File: config.mk
export PLATFORM = sky130hd
export DESIGN_NAME = bsr_top
export DESIGN_NICKNAME = d
export VERILOG_FILES = /design/src/hw/bsr_pkg.sv /design/src/hw/bsr_top.sv /design/src/hw/bsr_checker.sv
export SDC_FILE = /design/constraint.sdc
export NUM_CORES = 1
export LEC_CHECK = 0
export BUFFER_PORTS_ARGS = -buffer_cell sky130_fd_sc_hd__buf_2
export CAP_MARGIN = 20
export CORE_MARGIN = 10
export CORE_UTILIZATION = 55
export DETAILED_ROUTE_END_ITERATION = 10
export GPL_TIMING_DRIVEN = 0
export HOLD_SLACK_MARGIN = 0.03
export PLACE_DENSITY = 0.75
export SETUP_SLACK_MARGIN = 0.05
export SYNTH_ARGS = -nofsm -noshare
export SYNTH_HDL_FRONTEND = slang
export SYNTH_SLANG_ARGS = --single-unit
File: constraint.sdc
create_clock -name clk -period 9.66 [get_ports clk]
set_clock_uncertainty 0.2 [all_clocks]
set_input_delay 0.483 -clock clk [delete_from_list [all_inputs] [get_ports clk]]
set_output_delay 0.483 -clock clk [all_outputs]
set_load 0.01 [all_outputs]
File: src/hw/bsr_pkg.sv
/*
  Constants for the global control registers and the self-test receiver.
  Assumes byte-wide register access at the printed offsets.
*/
package bsr_pkg;
  // register offsets
  localparam logic [7:0] REF_DIV_CTRL_ADDR  = 8'h04;
  localparam logic [7:0] MASTER_RESET_ADDR  = 8'h05;
  localparam logic [7:0] CHIP_ID_ADDR       = 8'h06;
  localparam logic [7:0] REVISION_ID_ADDR   = 8'h07;
  localparam logic [7:0] RX_CHAN_SEL_ADDR   = 8'h10;
  localparam logic [7:0] RX_CTRL_ADDR       = 8'h11;
  localparam logic [7:0] RX_ERR_COUNT_ADDR  = 8'h12;
  // reset values, error count limit and soft reset key
  localparam logic [7:0] REF_DIV_CTRL_RST   = 8'h00;
  localparam logic [7:0] MASTER_RESET_READ  = 8'h00;
  localparam logic [7:0] RX_CHAN_SEL_RST    = 8'h00;
  localparam logic [7:0] RX_CTRL_RST        = 8'h01;
  localparam logic [7:0] RX_ERR_COUNT_RST   = 8'h00;
  localparam logic [7:0] RX_ERR_COUNT_MAX   = 8'hFF;
  localparam logic [7:0] MASTER_RESET_KEY   = 8'hAA;
  // identity codes: values are arbitrary
  localparam logic [7:0] CHIP_ID_VALUE      = 8'h5C;
  localparam logic [7:0] REVISION_ID_VALUE  = 8'h01;
  // field positions and sizes
  localparam int REF_DIV_LSB    = 1;
  localparam int REF_DIV_MSB    = 3;
  localparam int CHAN_SEL_MSB   = 2;
  localparam int CTRL_RESET_BIT = 0;
  localparam int CTRL_EN_BIT    = 1;
  localparam int CTRL_PATT_LSB  = 2;
  localparam int CTRL_PATT_MSB  = 5;
  localparam int CTRL_CLEAR_BIT = 6;
  localparam int NUM_CHANNELS   = 4;
  localparam int HISTORY_LEN    = 31;
  localparam int DIV_CNT_W      = 6;

  typedef enum logic [3:0] {
    PATT_PRBS7, PATT_PRBS15, PATT_PRBS23, PATT_PRBS31, PATT_FC_JITTER,
    PATT_FC_RANDOM, PATT_COUNTDOWN, PATT_USER16, PATT_USER20
  } bsr_patt_e;

  // stand-in 20-bit reference words for the fixed framed patterns
  localparam logic [19:0] FC_JITTER_WORD = 20'h3E0F8;
  localparam logic [19:0] FC_RANDOM_WORD = 20'hB5A3C;
  localparam logic [19:0] COUNTDOWN_WORD = 20'h17C1A;
endpackage : bsr_pkg

File: src/hw/bsr_top.sv
/*
  Global control registers and self-test receiver of a quad retimer.
  Assumes a byte register port on clk and recovered data already on clk.
*/
`timescale 1ns/1ps
module bsr_top (
  // clock and reset
  input  wire logic                          clk,
  input  wire logic                          rst,
  // register port
  input  wire logic [7:0]                    regAddr,
  input  wire logic                          regWrEn,
  input  wire logic [7:0]                    regWrData,
  input  wire logic                          regRdEn,
  output logic      [7:0]                    regRdData,
  // recovered data from the four channels
  input  wire logic [bsr_pkg::NUM_CHANNELS-1:0] rxBit,
  input  wire logic [bsr_pkg::NUM_CHANNELS-1:0] rxBitValid,
  // user pattern from the pattern registers
  input  wire logic [19:0]                   userPattern,
  // outputs to the rest of the chip
  output logic                               chipSoftReset,
  output logic                               refDivTick,
  output logic                               rxPowered
);
  import bsr_pkg::*;

  logic [7:0]           refCtrl_q;
  logic [7:0]           chanSel_q;
  logic [7:0]           rxCtrl_q;
  logic [7:0]           errCount_q;
  logic                 softRst_q;
  logic [DIV_CNT_W-1:0] divCnt_q;
  logic                 rxEnable;
  logic                 checkerHold;
  logic                 selBit;
  logic                 selValid;
  logic                 errPulse;
  logic                 wrRef;
  logic                 wrChan;
  logic                 wrCtrl;
  logic                 wrErr;

  // ratio minus one, so the counter compares against it directly
  function automatic logic [DIV_CNT_W-1:0] div_last(input logic [2:0] code);
    unique case (code)
      3'h1:    div_last = 6'd1;
      3'h2:    div_last = 6'd3;
      3'h3:    div_last = 6'd7;
      3'h4:    div_last = 6'd11;
      3'h5:    div_last = 6'd15;
      3'h6:    div_last = 6'd31;
      default: div_last = 6'd0;
    endcase
  endfunction : div_last

  assign wrRef  = regWrEn && (regAddr == REF_DIV_CTRL_ADDR);
  assign wrChan = regWrEn && (regAddr == RX_CHAN_SEL_ADDR);
  assign wrCtrl = regWrEn && (regAddr == RX_CTRL_ADDR);
  assign wrErr  = regWrEn && (regAddr == RX_ERR_COUNT_ADDR);
  assign rxEnable = rxCtrl_q[CTRL_EN_BIT];

  // soft reset: one-cycle pulse out, and it also resets these registers
  always_ff @(posedge clk or posedge rst) begin
    if (rst) softRst_q <= 1'b0;
    else softRst_q <= regWrEn && (regAddr == MASTER_RESET_ADDR) &&
                      (regWrData == MASTER_RESET_KEY);
  end

  always_ff @(posedge clk or posedge rst) begin
    if (rst) chipSoftReset <= 1'b0;
    else chipSoftReset <= softRst_q;
  end

  always_ff @(posedge clk or posedge rst) begin
    if (rst) refCtrl_q <= REF_DIV_CTRL_RST;
    else if (softRst_q) refCtrl_q <= REF_DIV_CTRL_RST;
    else if (wrRef) refCtrl_q <= regWrData;
  end

  always_ff @(posedge clk or posedge rst) begin
    if (rst) chanSel_q <= RX_CHAN_SEL_RST;
    else if (softRst_q) chanSel_q <= RX_CHAN_SEL_RST;
    else if (wrChan) chanSel_q <= regWrData;
  end

  always_ff @(posedge clk or posedge rst) begin
    if (rst) rxCtrl_q <= RX_CTRL_RST;
    else if (softRst_q) rxCtrl_q <= RX_CTRL_RST;
    else if (wrCtrl) rxCtrl_q <= regWrData;
  end

  // divided tick for acquisition and activity timing
  always_ff @(posedge clk or posedge rst) begin
    if (rst) begin
      divCnt_q   <= '0;
      refDivTick <= 1'b0;
    end else if (softRst_q) begin
      divCnt_q   <= '0;
      refDivTick <= 1'b0;
    end else if (divCnt_q >= div_last(refCtrl_q[REF_DIV_MSB:REF_DIV_LSB])) begin
      divCnt_q   <= '0;
      refDivTick <= 1'b1;
    end else begin
      divCnt_q   <= divCnt_q + 6'd1;
      refDivTick <= 1'b0;
    end
  end

  always_ff @(posedge clk or posedge rst) begin
    if (rst) rxPowered <= 1'b0;
    else rxPowered <= rxEnable && !softRst_q;
  end

  // codes with bit 2 set select no channel, so nothing is checked
  always_comb begin
    selBit   = 1'b0;
    selValid = 1'b0;
    if (chanSel_q[CHAN_SEL_MSB] == 1'b0) begin
      selBit   = rxBit[chanSel_q[1:0]];
      selValid = rxBitValid[chanSel_q[1:0]] && rxEnable;
    end
  end

  assign checkerHold = !rxEnable || rxCtrl_q[CTRL_RESET_BIT] || softRst_q;

  bsr_checker u_checker (
    .clk         (clk),
    .rst         (rst),
    .hold        (checkerHold),
    .patt        (bsr_patt_e'(rxCtrl_q[CTRL_PATT_MSB:CTRL_PATT_LSB])),
    .userPattern (userPattern),
    .bitIn       (selBit),
    .bitValid    (selValid),
    .errPulse    (errPulse)
  );

  // clear is a held level, so it wins over a coincident error
  always_ff @(posedge clk or posedge rst) begin
    if (rst) errCount_q <= RX_ERR_COUNT_RST;
    else if (softRst_q) errCount_q <= RX_ERR_COUNT_RST;
    else if (rxEnable && rxCtrl_q[CTRL_CLEAR_BIT]) errCount_q <= RX_ERR_COUNT_RST;
    else if (wrErr) errCount_q <= regWrData;
    else if (errPulse && rxEnable && errCount_q != RX_ERR_COUNT_MAX)
      errCount_q <= errCount_q + 8'h01;
  end

  always_ff @(posedge clk or posedge rst) begin
    if (rst) regRdData <= 8'h00;
    else if (regRdEn) begin
      unique case (regAddr)
        REF_DIV_CTRL_ADDR: regRdData <= refCtrl_q;
        MASTER_RESET_ADDR: regRdData <= MASTER_RESET_READ;
        CHIP_ID_ADDR:      regRdData <= CHIP_ID_VALUE;
        REVISION_ID_ADDR:  regRdData <= REVISION_ID_VALUE;
        RX_CHAN_SEL_ADDR:  regRdData <= chanSel_q;
        RX_CTRL_ADDR:      regRdData <= rxCtrl_q;
        RX_ERR_COUNT_ADDR: regRdData <= errCount_q;
        default:           regRdData <= 8'h00;
      endcase
    end
  end
endmodule : bsr_top

File: src/hw/bsr_checker.sv
/*
  Bit checker of the self-test receiver: predicts each received bit from
  the selected pattern and flags a mismatch.
  Assumes one data bit per cycle in which bitValid is high, same clock.
*/
`timescale 1ns/1ps
module bsr_checker (
  // clock and reset
  input  wire logic                 clk,
  input  wire logic                 rst,
  input  wire logic                 hold,
  // pattern choice
  input  wire bsr_pkg::bsr_patt_e   patt,
  input  wire logic [19:0]          userPattern,
  // received stream
  input  wire logic                 bitIn,
  input  wire logic                 bitValid,
  // result
  output logic                      errPulse
);
  import bsr_pkg::*;

  logic [HISTORY_LEN-1:0] hist_q;
  logic [4:0]             fill_q;
  logic [19:0]            ref_q;
  logic [4:0]             refIdx_q;
  logic                   isPrbs;
  logic                   predicted;
  logic                   histFull;
  logic [4:0]             period;
  logic [4:0]             order;

  // pattern word and its length for the framed patterns
  function automatic logic [19:0] ref_word(input bsr_patt_e p, input logic [19:0] u);
    unique case (p)
      PATT_FC_JITTER: ref_word = FC_JITTER_WORD;
      PATT_FC_RANDOM: ref_word = FC_RANDOM_WORD;
      PATT_COUNTDOWN: ref_word = COUNTDOWN_WORD;
      PATT_USER16:    ref_word = {u[15:0], 4'h0};
      default:        ref_word = u;
    endcase
  endfunction : ref_word

  always_comb begin
    isPrbs    = (patt == PATT_PRBS7) || (patt == PATT_PRBS15) ||
                (patt == PATT_PRBS23) || (patt == PATT_PRBS31);
    period    = (patt == PATT_USER16) ? 5'd16 : 5'd20;
    predicted = ref_q[5'd19 - refIdx_q];
    order     = 5'd7;
    unique case (patt)
      PATT_PRBS7: begin
        predicted = hist_q[6] ^ hist_q[5];
        order     = 5'd7;
      end
      PATT_PRBS15: begin
        predicted = hist_q[14] ^ hist_q[13];
        order     = 5'd15;
      end
      PATT_PRBS23: begin
        predicted = hist_q[22] ^ hist_q[17];
        order     = 5'd23;
      end
      PATT_PRBS31: begin
        predicted = hist_q[30] ^ hist_q[27];
        order     = 5'd31;
      end
      default: begin
      end
    endcase
    histFull = (fill_q >= order);
  end

  // self-synchronising: history seeds from the line, no error until full
  always_ff @(posedge clk or posedge rst) begin
    if (rst) begin
      hist_q <= '0;
      fill_q <= '0;
    end else if (hold) begin
      hist_q <= '0;
      fill_q <= '0;
    end else if (bitValid) begin
      hist_q <= {hist_q[HISTORY_LEN-2:0], bitIn};
      if (fill_q != 5'd31) fill_q <= fill_q + 5'd1;
    end
  end

  // framed patterns assume alignment from the release of hold
  always_ff @(posedge clk or posedge rst) begin
    if (rst) begin
      ref_q    <= '0;
      refIdx_q <= '0;
    end else if (hold) begin
      ref_q    <= ref_word(patt, userPattern);
      refIdx_q <= '0;
    end else if (bitValid && !isPrbs) begin
      refIdx_q <= (refIdx_q == period - 5'd1) ? 5'd0 : refIdx_q + 5'd1;
    end
  end

  always_ff @(posedge clk or posedge rst) begin
    if (rst) errPulse <= 1'b0;
    else errPulse <= !hold && bitValid && (!isPrbs || histFull) && (bitIn != predicted);
  end
endmodule : bsr_checker

==> out/metrics.cfg <==
[layout]
area_growth_pct = 12.1
share_of_post_route_cells_with_drive_strength_above_1_pct = 14.2
final_nets = 725
ff_latch_area_mm2 = 0.00280
num-fill-cells = 888
multiInputGateArea_mm2 = 0.00279
antennaDiodeCount = 0

[place]
numPortBuffers = 57
place_congestion = 0.893
dpl.hpwl_um = 10500

[logic_synthesis]
synth.largest_area_cell = sky130_fd_sc_hd__dfrtp_1
synth_area_mm2 = 0.00577
synth.top_cell.area_share_pct = 48.1
cells_after_synthesis = 593
asyncSetResetFlopFracSynth_pct = 100
synthDistinctLibCells = 57
count_of_flip_flops_with_a_built_in_enable_after_synthesis = 0
synth_seq_area_share_pct = 48.6
synth_nets = 655
synth.ff_latch_count = 112
yosys_warnings = 0
dominantRegCellSynth = sky130_fd_sc_hd__dfrtp_1
synth.top_cells.by_area = sky130_fd_sc_hd__dfrtp_1, sky130_fd_sc_hd__nand2_1, sky130_fd_sc_hd__a22o_1
synth_area_per_cell_um2 = 9.73

[worst_setup_path]
critical_path.endpoint_type = flip-flop
ff2ff_setup_slack_ps = 6890
worst-endpoint-arrival_ps = 2870
cp.required_ps = 9760
path_max_fanout = 8
worstSetupPathType = flip-flop to flip-flop
worst_setup_path_start_kind = flip-flop

[clock_tree]
cts_inserted_buffers = 9
cts.htree.levels = 3
tritoncts_clock_tree = done
worst_setup_hold_path_clk_slew_ps = 100
cts_root_buffer = sky130_fd_sc_hd__clkbuf_8
postCtsSetupBuffers = 0
cts_resized = 0
max-clock-path-buffers = 2
clock-sinks = 112
clk-insertion-delay-late_ps = 390

[global_route]
global_route.usage.total_pct = 19.5
first_global_vias = 4823
first_pass_grt_wire_length_um = 23800
antenna_found_initial = 0
gr-total-overflow = 0
grt_start_max_net_pins = 68

[detailed_routing]
viasPerCell = 6.04
drcViolationCount = 0
avgRoutedWirePerCell_um = 17.8
postRouteWirelength_um = 14300
vias = 4853
drt_pre_antenna_iters = 6
antenna_viol_nets_final = 0
drt_first_iter_violations = 405

[power]
p_clk_share_pct = 31.8
power_frac_seq_pct = 55.3
fin_total_pwr_uw = 916
comb_power_share_pct = 12.9
power.share.switching_pct = 27.8
power.internal_uw = 661
switching_power_of_the_nets_uw = 255
vdd_drop_max_mv = 0.109
p_leak_uw = 0.00283
powerDensity_mw_per_mm2 = 142

[sta]
finalSetupTns_ps = 0
final_min_period_over_clock_period_pct = 28.7
hold_violations = 0
setup_repair_after_global_routing_missed_its_margin = false
slew_viol_final = 0
fmax_mhz = 361
timing.slew.headroom_pct = 60.3
period_minus_slack_ps = 2770
max_slew.worst_pin.slew_ps = 595
report.final.setup_viol = 0

[status]
result_of_the_run = complete, no violations

[floorplanning]
placeableCoreArea_mm2 = 0.0103
die_width_um = 122
pin_count = 59
initial_core_utilization_pct = 56.2
row_count = 37
die_y_um = 122
design.die.area_mm2 = 0.0150

[min_path]
holdCritPathClass = primary input to flip-flop

[run]
cap_violations = 0

==> cell usage in the layout (no fill, tap or decap), types with 14 or more instances in the layout <==
master / Yosys / layout
sky130_fd_sc_hd__a22o_1: 33 / 33
sky130_fd_sc_hd__nor2_1: 47 / 47
sky130_fd_sc_hd__nor3_1: 17 / 17
sky130_fd_sc_hd__ha_1: 14 / 14
sky130_fd_sc_hd__buf_2: 3 / 60
sky130_fd_sc_hd__o21ai_0: 22 / 22
sky130_fd_sc_hd__mux2i_1: 14 / 14
sky130_fd_sc_hd__nand2_1: 83 / 83
sky130_fd_sc_hd__dfrtp_1: 111 / 111
sky130_fd_sc_hd__clkbuf_1: 31 / 32
sky130_fd_sc_hd__a21oi_1: 56 / 56
sky130_fd_sc_hd__nand3_1: 22 / 22
==> power by group through the flow <==
stage	Combinational, µW	Sequential [µW]	Clock, µW
after global placement	112	514	0
final	118	507	291
after floorplan	78.7	510	0
after CTS	118	507	299
after detailed placement	117	516	0
after global routing	132	510	317
==> through the flow <==
step	area, µm²	worst slack (ps)	std cells	util (%)	hold WS (ps)
after CTS	6470	6890	804	63.0	130
after detailed placement	6260	6930	787	60.9	271
final	6470	6890	804	63.0	145
after floorplan	5770	6020	593	-	234
after global placement	6230	4860	786	60.6	250
after global routing	6470	6690	804	63.0	138
==> registers in the layout, indices dropped and copies added, names as in the netlist <==
register	flops
regRdData	8
errCount_q	8
u_checker.hist_q	31
softRst_q	1
chanSel_q	8
u_checker.fill_q	5
u_checker.errPulse	1
u_checker.refIdx_q	5
refDivTick	1
u_checker.ref_q	20
divCnt_q	6
rxPowered	1
rxCtrl_q	8
refCtrl_q	8
chipSoftReset	1
==> layout make-up <==
type	instances	area share, %
sequential	112	43.3
multi-input combinational	436	43.1
timing repair buffer	59	4.99
tap	136	2.63
buffer	37	2.32
clock buffer	10	1.97
clock inverter	6	1.20
inverter	8	0.503
==> metal layers <==
layer | track usage, % | vias to the layer above | routed length (µm)
li1 | - | 2272 | -
met1 | 25.9 | 2374 | 6270
met2 | 31.2 | 181 | 6940
met3 | 4.68 | 26 | 886
met4 | 5.89 | 0 | 223
met5 | 0 | - | 0
==> cell usage after synthesis, types with 3 or more instances <==
library cell / count
sky130_fd_sc_hd__mux2i_1: 14
sky130_fd_sc_hd__dfrtp_1: 111
sky130_fd_sc_hd__a31oi_1: 7
sky130_fd_sc_hd__xnor2_1: 10
sky130_fd_sc_hd__a21oi_1: 56
sky130_fd_sc_hd__and3_1: 5
sky130_fd_sc_hd__a221oi_1: 4
sky130_fd_sc_hd__mux4_2: 6
sky130_fd_sc_hd__clkbuf_1: 31
sky130_fd_sc_hd__ha_1: 14
sky130_fd_sc_hd__nor2b_1: 8
sky130_fd_sc_hd__o2bb2ai_1: 8
sky130_fd_sc_hd__nand3b_1: 9
sky130_fd_sc_hd__a211oi_1: 6
sky130_fd_sc_hd__nor3_1: 17
sky130_fd_sc_hd__xor2_1: 9
sky130_fd_sc_hd__nand2b_1: 8
sky130_fd_sc_hd__o21ai_0: 22
sky130_fd_sc_hd__buf_2: 3
sky130_fd_sc_hd__nand2_1: 83
sky130_fd_sc_hd__nor2_1: 47
sky130_fd_sc_hd__a22o_1: 33
sky130_fd_sc_hd__a21o_1: 4
sky130_fd_sc_hd__nand3_1: 22
sky130_fd_sc_hd__nor3b_1: 6
sky130_fd_sc_hd__a211o_1: 3
sky130_fd_sc_hd__o22ai_1: 4
sky130_fd_sc_hd__inv_1: 7
==> final timing paths <==
kind,start,to,cells past startpoint
hold / removal,userPattern[19],u_checker.ref_q[19],3
setup / recovery,refCtrl_q[3],divCnt_q[1],10
setup reg to reg,refCtrl_q[3],divCnt_q[1],10
hold reg to reg,u_checker.ref_q[0],u_checker.ref_q[0],2
min in group asynchronous,rst,errCount_q[5],3
max in group asynchronous,rst,rxPowered,4
==> repair_timing <==
action                                 CTS  global route
endpoints found under the hold margin   44             0
setup endpoints to repair                0             0
hold buffers                             1             0
==> worst max-delay path, cell delays in order (launching register included) <==
cell and delay (ps):
sky130_fd_sc_hd__dfrtp_1 330, sky130_fd_sc_hd__clkbuf_1 320, sky130_fd_sc_hd__and3_1 260, sky130_fd_sc_hd__nor2_1 70, sky130_fd_sc_hd__ha_1 260, sky130_fd_sc_hd__nand2b_1 130
sky130_fd_sc_hd__a21o_1 180, sky130_fd_sc_hd__a21o_1 170, sky130_fd_sc_hd__a21o_1 180, sky130_fd_sc_hd__a211o_1 380, sky130_fd_sc_hd__nor3b_1 210
==> cell families after synthesis <==
logic type      share of synthesized area (%)
fa+ha+maj                                3.03
compound gates                           18.3
simple gates                             18.9
buf+inv                                  3.12
xor+xnor                                 2.88
flops                                    48.6
mux                                      5.16
No activity file was read; power rests on OpenSTA's default activity.
